--- src/core/dcr_pkg.sv ---
// shared constants, field positions and types of the dac configuration register bank
package dcr_pkg;

  // ==========================================================================
  // serial frame geometry
  localparam int ADDR_W      = 7;
  localparam int DATA_W      = 8;
  localparam int CNT_W       = 16;
  localparam int SYNC_STAGES = 2;
  localparam int RW_BIT      = 7;
  localparam logic [3:0] LAST_BIT_IDX = 4'h7;

  // ==========================================================================
  // register offsets
  localparam logic [ADDR_W-1:0] ADDR_SERIAL_PORT_CTRL = 7'h00;
  localparam logic [ADDR_W-1:0] ADDR_POWER_DOWN_CTRL  = 7'h01;
  localparam logic [ADDR_W-1:0] ADDR_INPUT_DATA_FMT   = 7'h03;
  localparam logic [ADDR_W-1:0] ADDR_I_ERR_CNT_LO     = 7'h70;
  localparam logic [ADDR_W-1:0] ADDR_I_ERR_CNT_HI     = 7'h71;
  localparam logic [ADDR_W-1:0] ADDR_Q_ERR_CNT_LO     = 7'h72;
  localparam logic [ADDR_W-1:0] ADDR_Q_ERR_CNT_HI     = 7'h73;
  localparam logic [ADDR_W-1:0] ADDR_SILICON_REV      = 7'h7f;

  // ==========================================================================
  // field positions
  localparam int SPC_SDIO_BIDIR_BIT = 7;
  localparam int SPC_LSB_FIRST_BIT  = 6;
  localparam int SPC_SOFT_RESET_BIT = 5;
  localparam int PD_I_DAC_BIT       = 7;
  localparam int PD_Q_DAC_BIT       = 6;
  localparam int PD_RX_BIT          = 5;
  localparam int PD_AUX_ADC_BIT     = 4;
  localparam int FMT_BINARY_BIT     = 7;
  localparam int FMT_Q_FIRST_BIT    = 6;
  localparam int REV_LSB            = 2;
  localparam int REV_W              = 4;

  // ==========================================================================
  // reset values and fill
  localparam logic SPC_SDIO_BIDIR_RST = 1'h0;
  localparam logic SPC_LSB_FIRST_RST  = 1'h0;
  localparam logic SPC_SOFT_RESET_RST = 1'h0;
  localparam logic PD_I_DAC_RST       = 1'h0;
  localparam logic PD_Q_DAC_RST       = 1'h0;
  localparam logic PD_RX_RST          = 1'h0;
  localparam logic PD_AUX_ADC_RST     = 1'h1;
  localparam logic FMT_BINARY_RST     = 1'h0;
  localparam logic FMT_Q_FIRST_RST    = 1'h0;
  localparam logic [DATA_W-1:0] READ_FILL = 8'h00;

  // ==========================================================================
  // types
  typedef struct packed {
    logic sdio_bidir;
    logic lsb_first;
    logic soft_reset;
    logic pd_i_dac;
    logic pd_q_dac;
    logic pd_rx;
    logic pd_aux_adc;
    logic fmt_binary;
    logic q_first;
  } dcr_cfg_t;

  typedef struct packed {
    logic csb_n;
    logic sclk;
    logic sdio;
  } dcr_pins_t;

  typedef enum logic [2:0] {
    ST_IDLE,
    ST_INSTR,
    ST_DATA_WR,
    ST_DATA_RD,
    ST_DONE
  } dcr_state_t;

endpackage : dcr_pkg

--- src/core/dcr_sync.sv ---
// multi-bit two-stage synchroniser for pin inputs
`timescale 1ns/1ps
module dcr_sync #(
  parameter int         WIDTH   = 3,
  parameter int         STAGES  = dcr_pkg::SYNC_STAGES,
  parameter logic [2:0] RST_VAL = 3'h4
) (
  // clock and reset
  input  wire logic             mclk,
  input  wire logic             srst,
  // data
  input  wire logic [WIDTH-1:0] din,
  output logic      [WIDTH-1:0] dout
);

  initial begin
    if (STAGES < 2 || WIDTH != 3) begin
      $error("dcr_sync: unsupported stages or width");
    end
  end

  // ==========================================================================
  // chain; only stage 1 reads stage 0
  logic [WIDTH-1:0] stage_ff [STAGES];

  always_ff @(posedge mclk) begin
    if (srst) begin
      for (int k = 0; k < STAGES; k++) begin
        stage_ff[k] <= RST_VAL;
      end
    end else begin
      stage_ff[0] <= din;
      for (int k = 1; k < STAGES; k++) begin
        stage_ff[k] <= stage_ff[k-1];
      end
    end
  end

  assign dout = stage_ff[STAGES-1];

endmodule : dcr_sync

--- src/core/dcr_err_counter.sv ---
// saturating sample error counter
`timescale 1ns/1ps
module dcr_err_counter #(
  parameter int WIDTH = dcr_pkg::CNT_W
) (
  // clock and reset
  input  wire logic             mclk,
  input  wire logic             srst,
  // control
  input  wire logic             clr,
  input  wire logic             inc,
  // count
  output logic      [WIDTH-1:0] count_ff
);

  initial begin
    if (WIDTH < 1) begin
      $error("dcr_err_counter: width must be positive");
    end
  end

  // ==========================================================================
  // counter; saturates so a long error burst never wraps to a small value
  always_ff @(posedge mclk) begin
    if (srst || clr) begin
      count_ff <= '0;
    end else if (inc && count_ff != {WIDTH{1'b1}}) begin
      count_ff <= count_ff + WIDTH'(1);
    end
  end

endmodule : dcr_err_counter

--- src/core/dcr_bank.sv ---
// configuration register bank with four-wire serial slave and error counters
`timescale 1ns/1ps
// How it works
// - port control bit 7 makes data pin bidirectional
// - port control bit 6 selects lsb-first order
// - port control bit 5 holds device reset
// - power bits 7..5 power down i, q, receiver
// - power bit 4 aux converter, resets to one
// - format bit 7 selects straight binary samples
// - format bit 6 selects i/q pairing order
// - pairing zero means i first, else q
module dcr_bank #(
  parameter int         CNT_W    = dcr_pkg::CNT_W,
  parameter logic [3:0] REVISION = 4'h1
) (
  // clock and reset
  input  wire logic             mclk,
  input  wire logic             srst,
  // serial port pins
  input  wire logic             csb_n,
  input  wire logic             sclk,
  input  wire logic             sdio_i,
  output logic                  sdio_o_ff,
  output logic                  sdio_oe_ff,
  output logic                  sdo_ff,
  // sample error events from the data path
  input  wire logic             i_sample_err,
  input  wire logic             q_sample_err,
  // configuration to the device
  output dcr_pkg::dcr_cfg_t     cfg_ff,
  output logic                  dev_reset_ff,
  output logic      [CNT_W-1:0] i_err_count_ff,
  output logic      [CNT_W-1:0] q_err_count_ff
);

  initial begin
    if (CNT_W != 2 * dcr_pkg::DATA_W) begin
      $error("dcr_bank: error count must span exactly two byte registers");
    end
  end

  // ==========================================================================
  // helpers
  function automatic logic [7:0] order8(input logic [7:0] b, input logic lsb);
    logic [7:0] r;
    r = b;
    if (lsb) begin
      for (int k = 0; k < 8; k++) begin
        r[k] = b[7-k];
      end
    end
    return r;
  endfunction : order8

  // ==========================================================================
  // pin synchronisation
  dcr_pkg::dcr_pins_t pins_raw;
  dcr_pkg::dcr_pins_t pins_s;

  assign pins_raw = '{csb_n: csb_n, sclk: sclk, sdio: sdio_i};

  dcr_sync #(
    .WIDTH   (3),
    .STAGES  (dcr_pkg::SYNC_STAGES),
    .RST_VAL (3'h4)
  ) u_sync (
    .mclk (mclk),
    .srst (srst),
    .din  (pins_raw),
    .dout (pins_s)
  );

  logic sclk_d_ff;
  logic sclk_rise;
  logic sclk_fall;

  always_ff @(posedge mclk) begin
    if (srst) begin
      sclk_d_ff <= 1'b0;
    end else begin
      sclk_d_ff <= pins_s.sclk;
    end
  end

  assign sclk_rise = pins_s.sclk & ~sclk_d_ff;
  assign sclk_fall = ~pins_s.sclk & sclk_d_ff;

  // ==========================================================================
  // error counters
  logic [CNT_W-1:0] i_cnt;
  logic [CNT_W-1:0] q_cnt;

  dcr_err_counter #(
    .WIDTH (CNT_W)
  ) u_i_cnt (
    .mclk     (mclk),
    .srst     (srst),
    .clr      (cfg_ff.soft_reset),
    .inc      (i_sample_err),
    .count_ff (i_cnt)
  );

  dcr_err_counter #(
    .WIDTH (CNT_W)
  ) u_q_cnt (
    .mclk     (mclk),
    .srst     (srst),
    .clr      (cfg_ff.soft_reset),
    .inc      (q_sample_err),
    .count_ff (q_cnt)
  );

  // ==========================================================================
  // read decode; unmapped offsets and unused bits read as zero
  function automatic logic [7:0] rd_value(input logic [dcr_pkg::ADDR_W-1:0] a,
                                          input dcr_pkg::dcr_cfg_t c,
                                          input logic [CNT_W-1:0] ic,
                                          input logic [CNT_W-1:0] qc);
    logic [7:0] v;
    v = dcr_pkg::READ_FILL;
    case (a)
      dcr_pkg::ADDR_SERIAL_PORT_CTRL: begin
        v[dcr_pkg::SPC_SDIO_BIDIR_BIT] = c.sdio_bidir;
        v[dcr_pkg::SPC_LSB_FIRST_BIT]  = c.lsb_first;
        v[dcr_pkg::SPC_SOFT_RESET_BIT] = c.soft_reset;
      end
      dcr_pkg::ADDR_POWER_DOWN_CTRL: begin
        v[dcr_pkg::PD_I_DAC_BIT]   = c.pd_i_dac;
        v[dcr_pkg::PD_Q_DAC_BIT]   = c.pd_q_dac;
        v[dcr_pkg::PD_RX_BIT]      = c.pd_rx;
        v[dcr_pkg::PD_AUX_ADC_BIT] = c.pd_aux_adc;
      end
      dcr_pkg::ADDR_INPUT_DATA_FMT: begin
        v[dcr_pkg::FMT_BINARY_BIT]  = c.fmt_binary;
        v[dcr_pkg::FMT_Q_FIRST_BIT] = c.q_first;
      end
      dcr_pkg::ADDR_I_ERR_CNT_LO: v = ic[7:0];
      dcr_pkg::ADDR_I_ERR_CNT_HI: v = ic[15:8];
      dcr_pkg::ADDR_Q_ERR_CNT_LO: v = qc[7:0];
      dcr_pkg::ADDR_Q_ERR_CNT_HI: v = qc[15:8];
      dcr_pkg::ADDR_SILICON_REV: begin
        v[dcr_pkg::REV_LSB +: dcr_pkg::REV_W] = REVISION;
      end
      default: v = dcr_pkg::READ_FILL;
    endcase
    return v;
  endfunction : rd_value

  // ==========================================================================
  // serial frame sequencer
  dcr_pkg::dcr_state_t          state_ff;
  logic [3:0]                   bit_cnt_ff;
  logic [7:0]                   in_sr_ff;
  logic [7:0]                   out_sr_ff;
  logic [dcr_pkg::ADDR_W-1:0]   addr_ff;
  logic                         wr_stb_ff;
  logic [7:0]                   wr_data_ff;
  logic [7:0]                   shift_byte;
  logic [7:0]                   instr;

  assign shift_byte = {in_sr_ff[6:0], pins_s.sdio};
  assign instr      = order8(shift_byte, cfg_ff.lsb_first);

  always_ff @(posedge mclk) begin
    if (srst || pins_s.csb_n) begin
      state_ff   <= dcr_pkg::ST_IDLE;
      bit_cnt_ff <= '0;
    end else begin
      case (state_ff)
        dcr_pkg::ST_IDLE: begin
          state_ff   <= dcr_pkg::ST_INSTR;
          bit_cnt_ff <= '0;
        end
        dcr_pkg::ST_INSTR, dcr_pkg::ST_DATA_WR, dcr_pkg::ST_DATA_RD: begin
          if (sclk_rise) begin
            bit_cnt_ff <= bit_cnt_ff + 4'h1;
            if (bit_cnt_ff == dcr_pkg::LAST_BIT_IDX) begin
              bit_cnt_ff <= '0;
              if (state_ff != dcr_pkg::ST_INSTR) begin
                state_ff <= dcr_pkg::ST_DONE;
              end else if (instr[dcr_pkg::RW_BIT]) begin
                state_ff <= dcr_pkg::ST_DATA_RD;
              end else begin
                state_ff <= dcr_pkg::ST_DATA_WR;
              end
            end
          end
        end
        dcr_pkg::ST_DONE: state_ff <= dcr_pkg::ST_DONE;
        default: state_ff <= dcr_pkg::ST_IDLE;
      endcase
    end
  end

  // input shifter, address capture and write strobe
  always_ff @(posedge mclk) begin
    if (srst) begin
      in_sr_ff   <= '0;
      addr_ff    <= '0;
      wr_stb_ff  <= 1'b0;
      wr_data_ff <= '0;
    end else begin
      wr_stb_ff <= 1'b0;
      if (sclk_rise && !pins_s.csb_n) begin
        in_sr_ff <= shift_byte;
        if (state_ff == dcr_pkg::ST_INSTR && bit_cnt_ff == dcr_pkg::LAST_BIT_IDX) begin
          addr_ff <= instr[dcr_pkg::ADDR_W-1:0];
        end
        if (state_ff == dcr_pkg::ST_DATA_WR && bit_cnt_ff == dcr_pkg::LAST_BIT_IDX) begin
          wr_stb_ff  <= 1'b1;
          wr_data_ff <= instr;
        end
      end
    end
  end

  // output shifter; loaded when the instruction completes, driven on falling sclk
  always_ff @(posedge mclk) begin
    if (srst) begin
      out_sr_ff <= '0;
    end else if (state_ff == dcr_pkg::ST_INSTR && sclk_rise
                 && bit_cnt_ff == dcr_pkg::LAST_BIT_IDX) begin
      out_sr_ff <= rd_value(instr[dcr_pkg::ADDR_W-1:0], cfg_ff, i_cnt, q_cnt);
    end else if (state_ff == dcr_pkg::ST_DATA_RD && sclk_fall) begin
      out_sr_ff <= cfg_ff.lsb_first ? {1'b0, out_sr_ff[7:1]}
                                    : {out_sr_ff[6:0], 1'b0};
    end
  end

  // read pins; the shared pin only drives in bidirectional mode
  always_ff @(posedge mclk) begin
    if (srst || pins_s.csb_n) begin
      sdo_ff     <= 1'b0;
      sdio_o_ff  <= 1'b0;
      sdio_oe_ff <= 1'b0;
    end else if (state_ff == dcr_pkg::ST_DATA_RD) begin
      if (sclk_fall) begin
        sdo_ff    <= cfg_ff.lsb_first ? out_sr_ff[0] : out_sr_ff[7];
        sdio_o_ff <= cfg_ff.lsb_first ? out_sr_ff[0] : out_sr_ff[7];
      end
      sdio_oe_ff <= cfg_ff.sdio_bidir;
    end else begin
      sdo_ff     <= 1'b0;
      sdio_o_ff  <= 1'b0;
      sdio_oe_ff <= 1'b0;
    end
  end

  // ==========================================================================
  // serial port control register; never cleared by its own reset bit
  always_ff @(posedge mclk) begin
    if (srst) begin
      cfg_ff.sdio_bidir <= dcr_pkg::SPC_SDIO_BIDIR_RST;
      cfg_ff.lsb_first  <= dcr_pkg::SPC_LSB_FIRST_RST;
      cfg_ff.soft_reset <= dcr_pkg::SPC_SOFT_RESET_RST;
    end else if (wr_stb_ff && addr_ff == dcr_pkg::ADDR_SERIAL_PORT_CTRL) begin
      cfg_ff.sdio_bidir <= wr_data_ff[dcr_pkg::SPC_SDIO_BIDIR_BIT];
      cfg_ff.lsb_first  <= wr_data_ff[dcr_pkg::SPC_LSB_FIRST_BIT];
      cfg_ff.soft_reset <= wr_data_ff[dcr_pkg::SPC_SOFT_RESET_BIT];
    end
  end

  // held in reset as long as the bit stays set
  always_ff @(posedge mclk) begin
    if (srst) begin
      dev_reset_ff <= 1'b0;
    end else begin
      dev_reset_ff <= cfg_ff.soft_reset;
    end
  end

  // ==========================================================================
  // power down control; writes ignored while held in reset
  always_ff @(posedge mclk) begin
    if (srst || cfg_ff.soft_reset) begin
      cfg_ff.pd_i_dac   <= dcr_pkg::PD_I_DAC_RST;
      cfg_ff.pd_q_dac   <= dcr_pkg::PD_Q_DAC_RST;
      cfg_ff.pd_rx      <= dcr_pkg::PD_RX_RST;
      cfg_ff.pd_aux_adc <= dcr_pkg::PD_AUX_ADC_RST;
    end else if (wr_stb_ff && addr_ff == dcr_pkg::ADDR_POWER_DOWN_CTRL) begin
      cfg_ff.pd_i_dac   <= wr_data_ff[dcr_pkg::PD_I_DAC_BIT];
      cfg_ff.pd_q_dac   <= wr_data_ff[dcr_pkg::PD_Q_DAC_BIT];
      cfg_ff.pd_rx      <= wr_data_ff[dcr_pkg::PD_RX_BIT];
      cfg_ff.pd_aux_adc <= wr_data_ff[dcr_pkg::PD_AUX_ADC_BIT];
    end
  end

  // ==========================================================================
  // input data format
  always_ff @(posedge mclk) begin
    if (srst || cfg_ff.soft_reset) begin
      cfg_ff.fmt_binary <= dcr_pkg::FMT_BINARY_RST;
      cfg_ff.q_first    <= dcr_pkg::FMT_Q_FIRST_RST;
    end else if (wr_stb_ff && addr_ff == dcr_pkg::ADDR_INPUT_DATA_FMT) begin
      cfg_ff.fmt_binary <= wr_data_ff[dcr_pkg::FMT_BINARY_BIT];
      cfg_ff.q_first    <= wr_data_ff[dcr_pkg::FMT_Q_FIRST_BIT];
    end
  end

  // ==========================================================================
  // count outputs registered once more for the data path
  always_ff @(posedge mclk) begin
    if (srst) begin
      i_err_count_ff <= '0;
      q_err_count_ff <= '0;
    end else begin
      i_err_count_ff <= i_cnt;
      q_err_count_ff <= q_cnt;
    end
  end

endmodule : dcr_bank

--- config.mk ---
export PLATFORM = sky130hd
export DESIGN_NAME = dcr_bank
export DESIGN_NICKNAME = d
export VERILOG_FILES = /design/src/core/dcr_pkg.sv /design/src/core/dcr_sync.sv /design/src/core/dcr_err_counter.sv /design/src/core/dcr_bank.sv
export SDC_FILE = /design/constraint.sdc
export NUM_CORES = 1
export LEC_CHECK = 0
export BUFFER_PORTS_ARGS = -buffer_cell sky130_fd_sc_hd__buf_4
export CAP_MARGIN = 20
export CORE_ASPECT_RATIO = 0.75
export CORE_MARGIN = 8
export CORE_UTILIZATION = 59
export CTS_CLUSTER_DIAMETER = 200
export DETAILED_ROUTE_END_ITERATION = 8
export PLACE_DENSITY = 0.91
export SLEW_MARGIN = 20
export SYNTH_ARGS = -nofsm -noshare
export SYNTH_HDL_FRONTEND = slang
export SYNTH_HIERARCHICAL = 1
export SYNTH_SLANG_ARGS = --single-unit
--- constraint.sdc ---
create_clock -name mclk -period 2.07 [get_ports mclk]
set_input_delay 0.207 -clock mclk [delete_from_list [all_inputs] [get_ports mclk]]
set_output_delay 0.207 -clock mclk [all_outputs]
set_load 0.005 [all_outputs]
==> flow_metrics.tcl, run 1 <==
set metrics [dict create \
    nets 641 \
    cts_tree "built" \
    cp.arrival_ns 2.28 \
    num_vias 4807 \
    met3_usage_pct 7.62 \
    synth_top_area_cell "dfxtp_1" \
    cts_buffer_depth 2 \
    cts_made_buffers 17 \
    outcome "complete, no violations" \
    start_util_pct 59.7 \
    use_met2_pct 36.7 \
    routed_via_density 6.36 \
    peakVddDrop_mv 0.564 \
    drc 0 \
    max_freq_mhz 497 \
    power.share.switching_pct 19.9 \
    detail_route.wl_per_cell_um 18.8 \
    hp-class "in -> reg" \
    clockRootBuffer "clkbuf_16" \
    netlist_instances 569 \
    gp_congestion 0.919 \
    crit_family "multiplexers" \
    clock_latency_ns 0.41 \
    fin_crit_sh_pct 97.2 \
    drt-initial-drc-count 554 \
    hold_ws_ns 0.0122 \
    worst_path_max_delay_cell "dfxtp_1" \
    setup_viol 0 \
    drive_above_1_share_pct 21.3 \
    areaGrowthSynthToFinish_pct 23.1 \
    critPathKind "reg -> reg" \
    finClkSkew_ns 0.00668 \
    wirelength_mm 14.2 \
    grt_max_degree 48 \
    stdcell_count 756 \
    cpPeakStageDelay_ns 0.40 \
    gr-total-overflow 0 \
    critPathBufInv 2 \
    synthTopCellsByArea "dfxtp_1 (44%), mux2i_1 (6.2%), nor2b_1 (4.9%)" \
    first_pass_iters 5 \
    fin_crit_ns 2.01 \
    cp-end-kind "flop" \
    place_inst 716 \
    syn_area_um2 5340 \
    coreArea_um2 8930 \
    syn_avg_cell_area_um2 9.38 \
    row_count 30 \
    die_y_um 98.4 \
    cp-startpoint "cfg_ff[7]" \
    slew_headroom_pct 61.4 \
    grt_util_met1_pct 28.4 \
    io_buffers 51 \
    antenna_left 0 \
    dp_hpwl_mm 9.39 \
    cts.sinks 117 \
    yosysWarningCount 6 \
    synth_seq_cells 117 \
    htree_levels 4 \
    fin_ws_ns 0.0569 \
    slew_viol_final 0 \
    cp-start-kind "flop" \
    syn-num-nets 579 \
    grt-busiest-layer "met2" \
    setup_tns_ns 0 \
    die_width_um 126 \
    synth_commonest_cells "dfxtp_1 (117), nor2_1 (52), nor2b_1 (42), a21oi_1 (38), nand2_1 (36)" \
    final_hold_viol_count 0 \
    power.leakage_nw 2.59 \
    antenna_found_initial 0 \
    ys_types 65 \
    cp.required_ns 2.34 \
    p_comb_share_pct 2.5 \
    r2r-start "cfg_ff[7]" \
    grtUsageTotal_pct 23.0 \
    fillCellCount 628 \
    yosysMostFrequentCell "dfxtp_1" \
    yosysTopAreaCellShare_pct 43.9 \
    grt_pass1_vias 4565 \
    grt_pass1_wl_mm 23.0 \
    drv_cap 0 \
    cp_cell_sequence "buf_6, mux2i_1, buf_4, mux4_1, nand2_1, o311a_1, a211oi_1" \
    intPower_mw 4.47 \
    ios 52 \
    diodes 0 \
    p_seq_share_pct 41.1 \
    path_max_fanout 17 \
    hold_start "sdio_i" \
    tightest_slew_ns 0.573 \
    ys_async_sr_fraction_pct 0 \
    cellPowerDensity_nw_per_um2 848 \
    synth_flop_cell "dfxtp_1" \
    pre_cts_ws_ns 0.0269 \
    clk_pin_slew_ns 0.05 \
    p_clk_share_pct 56.3 \
    fp.dieArea_um2 12400 \
    fin_util_pct 73.5 \
    synth_edf_count 0 \
    net-switching-power_mw 1.11 \
    synth.yosys.seq_area_share_pct 43.9 \
]
==> power by group through the flow <==
stage / Clock, mW / Sequential (mW) / Combinational, mW
after floorplan: 0 / 2.33 / 0.0877
after global placement: 0 / 2.34 / 0.125
after detailed placement: 0 / 2.34 / 0.130
after CTS: 3.16 / 2.29 / 0.134
after global routing: 3.28 / 2.29 / 0.154
final: 3.14 / 2.29 / 0.141
==> through the flow <==
step | total power [mW] | cell area (um^2)
after floorplan | 2.42 | 5340
after global placement | 2.46 | 5830
after detailed placement | 2.47 | 5830
after CTS | 5.59 | 6490
after global routing | 5.73 | 6570
final | 5.57 | 6570
==> registers in the layout, indices dropped and copies added, names as in the netlist <==
signal and count:
i_err_count_ff 16, sclk_d_ff 1, state_ff 3, u_q_cnt/count_ff 16, out_sr_ff 8, cfg_ff 9
wr_data_ff 4, addr_ff 7, bit_cnt_ff 4, wr_stb_ff 1, q_err_count_ff 16, u_sync/stage_ff 6
in_sr_ff 7, sdo_ff 1, sdio_oe_ff 1, u_i_cnt/count_ff 16, dev_reset_ff 1
==> worst register-to-register path: stages (launching register included) <==
cell      delay, ns
dfxtp_1        0.40
buf_6          0.23
mux2i_1        0.33
buf_4          0.26
mux4_1         0.32
nand2_1        0.13
o311a_1        0.17
a211oi_1       0.04
==> placed cells by master, fill, tap and decap left out, types with 10 or more instances in the layout <==
| cell | count |
|---|---|
| dfxtp_1 | 117 |
| nor3_1 | 10 |
| o21ai_0 | 21 |
| nor2_1 | 52 |
| nand3_1 | 18 |
| a211oi_1 | 15 |
| and4_1 | 10 |
| mux2i_1 | 32 |
| or3_1 | 10 |
| clkbuf_16 | 17 |
| nand2_1 | 36 |
| nand4_1 | 14 |
| nor2b_1 | 42 |
| a21oi_1 | 38 |
| buf_4 | 75 |
==> cell type report <==
type	instances	area, um^2	share of cell area, %
repair buffers	78	594	9.05
inverters	5	18.8	0.286
multi-input cells	412	2840	43.2
flip-flops and latches	117	2340	35.7
clock inverters	9	148	2.25
well taps	112	140	2.13
clock buffers	23	488	7.43
==> routing by layer <==
| metal | share of wire, % | wire length (um) |
|---|---|---|
| met5 | 0 | 0 |
| met1 | 42 | 6000 |
| met3 | 9.6 | 1370 |
| met4 | 1.3 | 184 |
| met2 | 47 | 6630 |
==> logic make-up after synthesis <==
logic type,Yosys count,synth area share [%]
adder cells (fa/ha/maj),3,0.704
AND/OR/NAND/NOR,244,26.5
XOR/XNOR,6,0.985
buffers and inverters,40,3.56
AO/OA/AOI/OAI,118,14.9
multiplexers,41,9.43
flip-flops,117,43.9
==> worst paths after layout <==
kind	end	slack (ns)	cells after the start
setup / recovery	out_sr_ff[4]	0.06	7
hold / removal	u_sync/stage_ff[0][0]	0.01	2
setup reg to reg	out_sr_ff[4]	0.06	7
hold reg to reg	u_sync/stage_ff[0][5]	0.40	1
==> timing repair <==
| item | in CTS | in global routing |
|---|---|---|
| endpoints found under the hold margin | 2 | 0 |
| setup endpoints to repair | 1 | 8 |
| pin swaps | 0 | 0 |
| cloned | 0 | 0 |
| gates resized for setup | 1 | 5 |
| hold buffers | 2 | 0 |
| buffers inserted | 0 | 6 |
Note: power is estimated with default switching activity, not from simulation.
==> run 2, diff against run 1 <==
==> constraint.sdc (replaced) <==
create_clock -name mclk -period 1.9 [get_ports mclk]
set_input_delay 0.19 -clock mclk [delete_from_list [all_inputs] [get_ports mclk]]
set_output_delay 0.19 -clock mclk [all_outputs]
set_load 0.005 [all_outputs]
==> flow_metrics.tcl, run 2 (synthesis gave the netlist of run 1 again) <==
set metrics [dict create \
    dpl_cell_area_um2 5990 \
    tightest_slew_ns 0.508 \
    fin_crit_ns 1.90 \
    finClkSkew_ns 0.00617 \
    clock_latency_ns 0.42 \
    cp-end-kind "flop" \
    gp_congestion 0.928 \
    start_util_pct 59.7 \
    critPathKind "reg -> reg" \
    multi_input_area_um2 2830 \
    clockRootBuffer "clkbuf_16" \
    drive_above_1_share_pct 24.2 \
    drc 0 \
    path_max_fanout 10 \
    clk_pin_slew_ns 0.05 \
    outcome "finished with violations" \
    antenna_found_initial 0 \
    row_count 30 \
    drt-initial-drc-count 658 \
    diodes 0 \
    cp-start-kind "flop" \
    fp.dieArea_um2 12400 \
    peakVddDrop_mv 0.703 \
    layout_commonest_cell "dfxtp_1" \
    slew_viol_final 0 \
    cts_made_buffers 17 \
    fillCellCount 605 \
    failed_checks "negative setup slack" \
    power.leakage_nw 2.65 \
    cts_tree "built" \
    fin_crit_sh_pct 100 \
    coreArea_um2 8930 \
    cts.sinks 117 \
    regArea_um2 2350 \
    wirelength_mm 14.9 \
    final_hold_viol_count 0 \
    gr-total-overflow 0 \
    drv_cap 0 \
    fin_ws_ns -0.00457 \
    io_buffers 51 \
    hold_ws_ns 0.103 \
    place_inst 737 \
    dp_hpwl_mm 9.72 \
    grtUsageTotal_pct 23.8 \
    grt_pass1_wl_mm 23.7 \
    grt_max_degree 44 \
    grt_pass1_vias 4816 \
    ios 52 \
    routed_via_density 6.50 \
    num_vias 5049 \
    cellPowerDensity_nw_per_um2 859 \
    setup_viol 1 \
    cts_buffer_depth 2 \
    cp.arrival_ns 2.23 \
    layout_common_cells "dfxtp_1 (116), buf_4 (94), nor2_1 (52)" \
    total_power_mw 5.72 \
    antenna_left 0 \
    max_freq_mhz 525 \
    nets 662 \
    first_pass_iters 7 \
    htree_levels 4 \
    cp.required_ns 2.22 \
    die_y_um 98.4 \
    die_width_um 126 \
    slew_headroom_pct 65.8 \
    areaGrowthSynthToFinish_pct 24.9 \
    hp-class "in -> reg" \
    fin_util_pct 74.6 \
    detail_route.wl_per_cell_um 19.1 \
    final_area_um2 6660 \
    stdcell_count 777 \
]
run 2: changes by cell type in the layout (fill, tap and decap cells not counted), moves of 2 or more:
cell | before | now
buf_4 | 75 | 94
clkbuf_8 | 4 | 2
clkinv_2 | 4 | 6
bufinv_16 | 4 | 2
run 2: through the flow:
step | setup TNS, ns | setup slack (ns)
finish | -0.00457 | -0.00457
global route | -0.0509 | -0.0275
floorplan | 0 | 0.00511
detailed placement | -0.0271 | -0.0271
CTS | 0 | 0.0249
global placement | 0 | 0.0275
run 2: path summary, 6_finish.rpt:
path,start,to,slack [ns],cells after the start
worst max-delay path,in_sr_ff[1],out_sr_ff[4],-0.005,4
worst min-delay path,q_sample_err,u_q_cnt/count_ff[1],0.10,3
worst max register to register,in_sr_ff[1],out_sr_ff[4],-0.005,4
worst min register to register,u_sync/stage_ff[0][2],u_sync/stage_ff[0][5],0.40,1
run 2: timing repair:
action / in CTS / in global routing
pin swaps: 0 / 2
setup endpoints to repair: 3 / 10
setup buffers: 2 / 3
hold buffers: 3 / 0
hold endpoints to repair: 3 / 0
resized for setup: 4 / 6
run 2: metal layers:
metal	global-route usage (%)	share of wire, %
met5	0	0
met4	11.7	3.4
met3	6.97	11
met2	38.1	45
met1	28.7	41
run 2: report_power, final:
part | leakage, nW | switching (mW) | total [mW] | internal, mW
logic | 1.42 | 0.105 | 0.181 | 0.0760
clock network | 0.279 | 1.08 | 3.05 | 1.98
registers | 0.946 | 0.0124 | 2.49 | 2.48
total | 2.65 | 1.19 | 5.72 | 4.53
run 2: cell type report:
cell class                      count  share of cell area, %
Tap cell                          112                   2.10
Timing Repair Buffer               99                   11.4
Clock buffer                       22                   6.97
Inverter                            5                  0.282
Clock inverter                     10                   1.58
Multi-Input combinational cell    412                   42.5
Sequential cell                   117                   35.2
run 2: critical path, stage by stage, from the launching register on:
cell and delay, ns:
dfxtp_1 0.41, nor4_1 0.53, nand2_1 0.24, o311a_1 0.39, a211oi_1 0.24
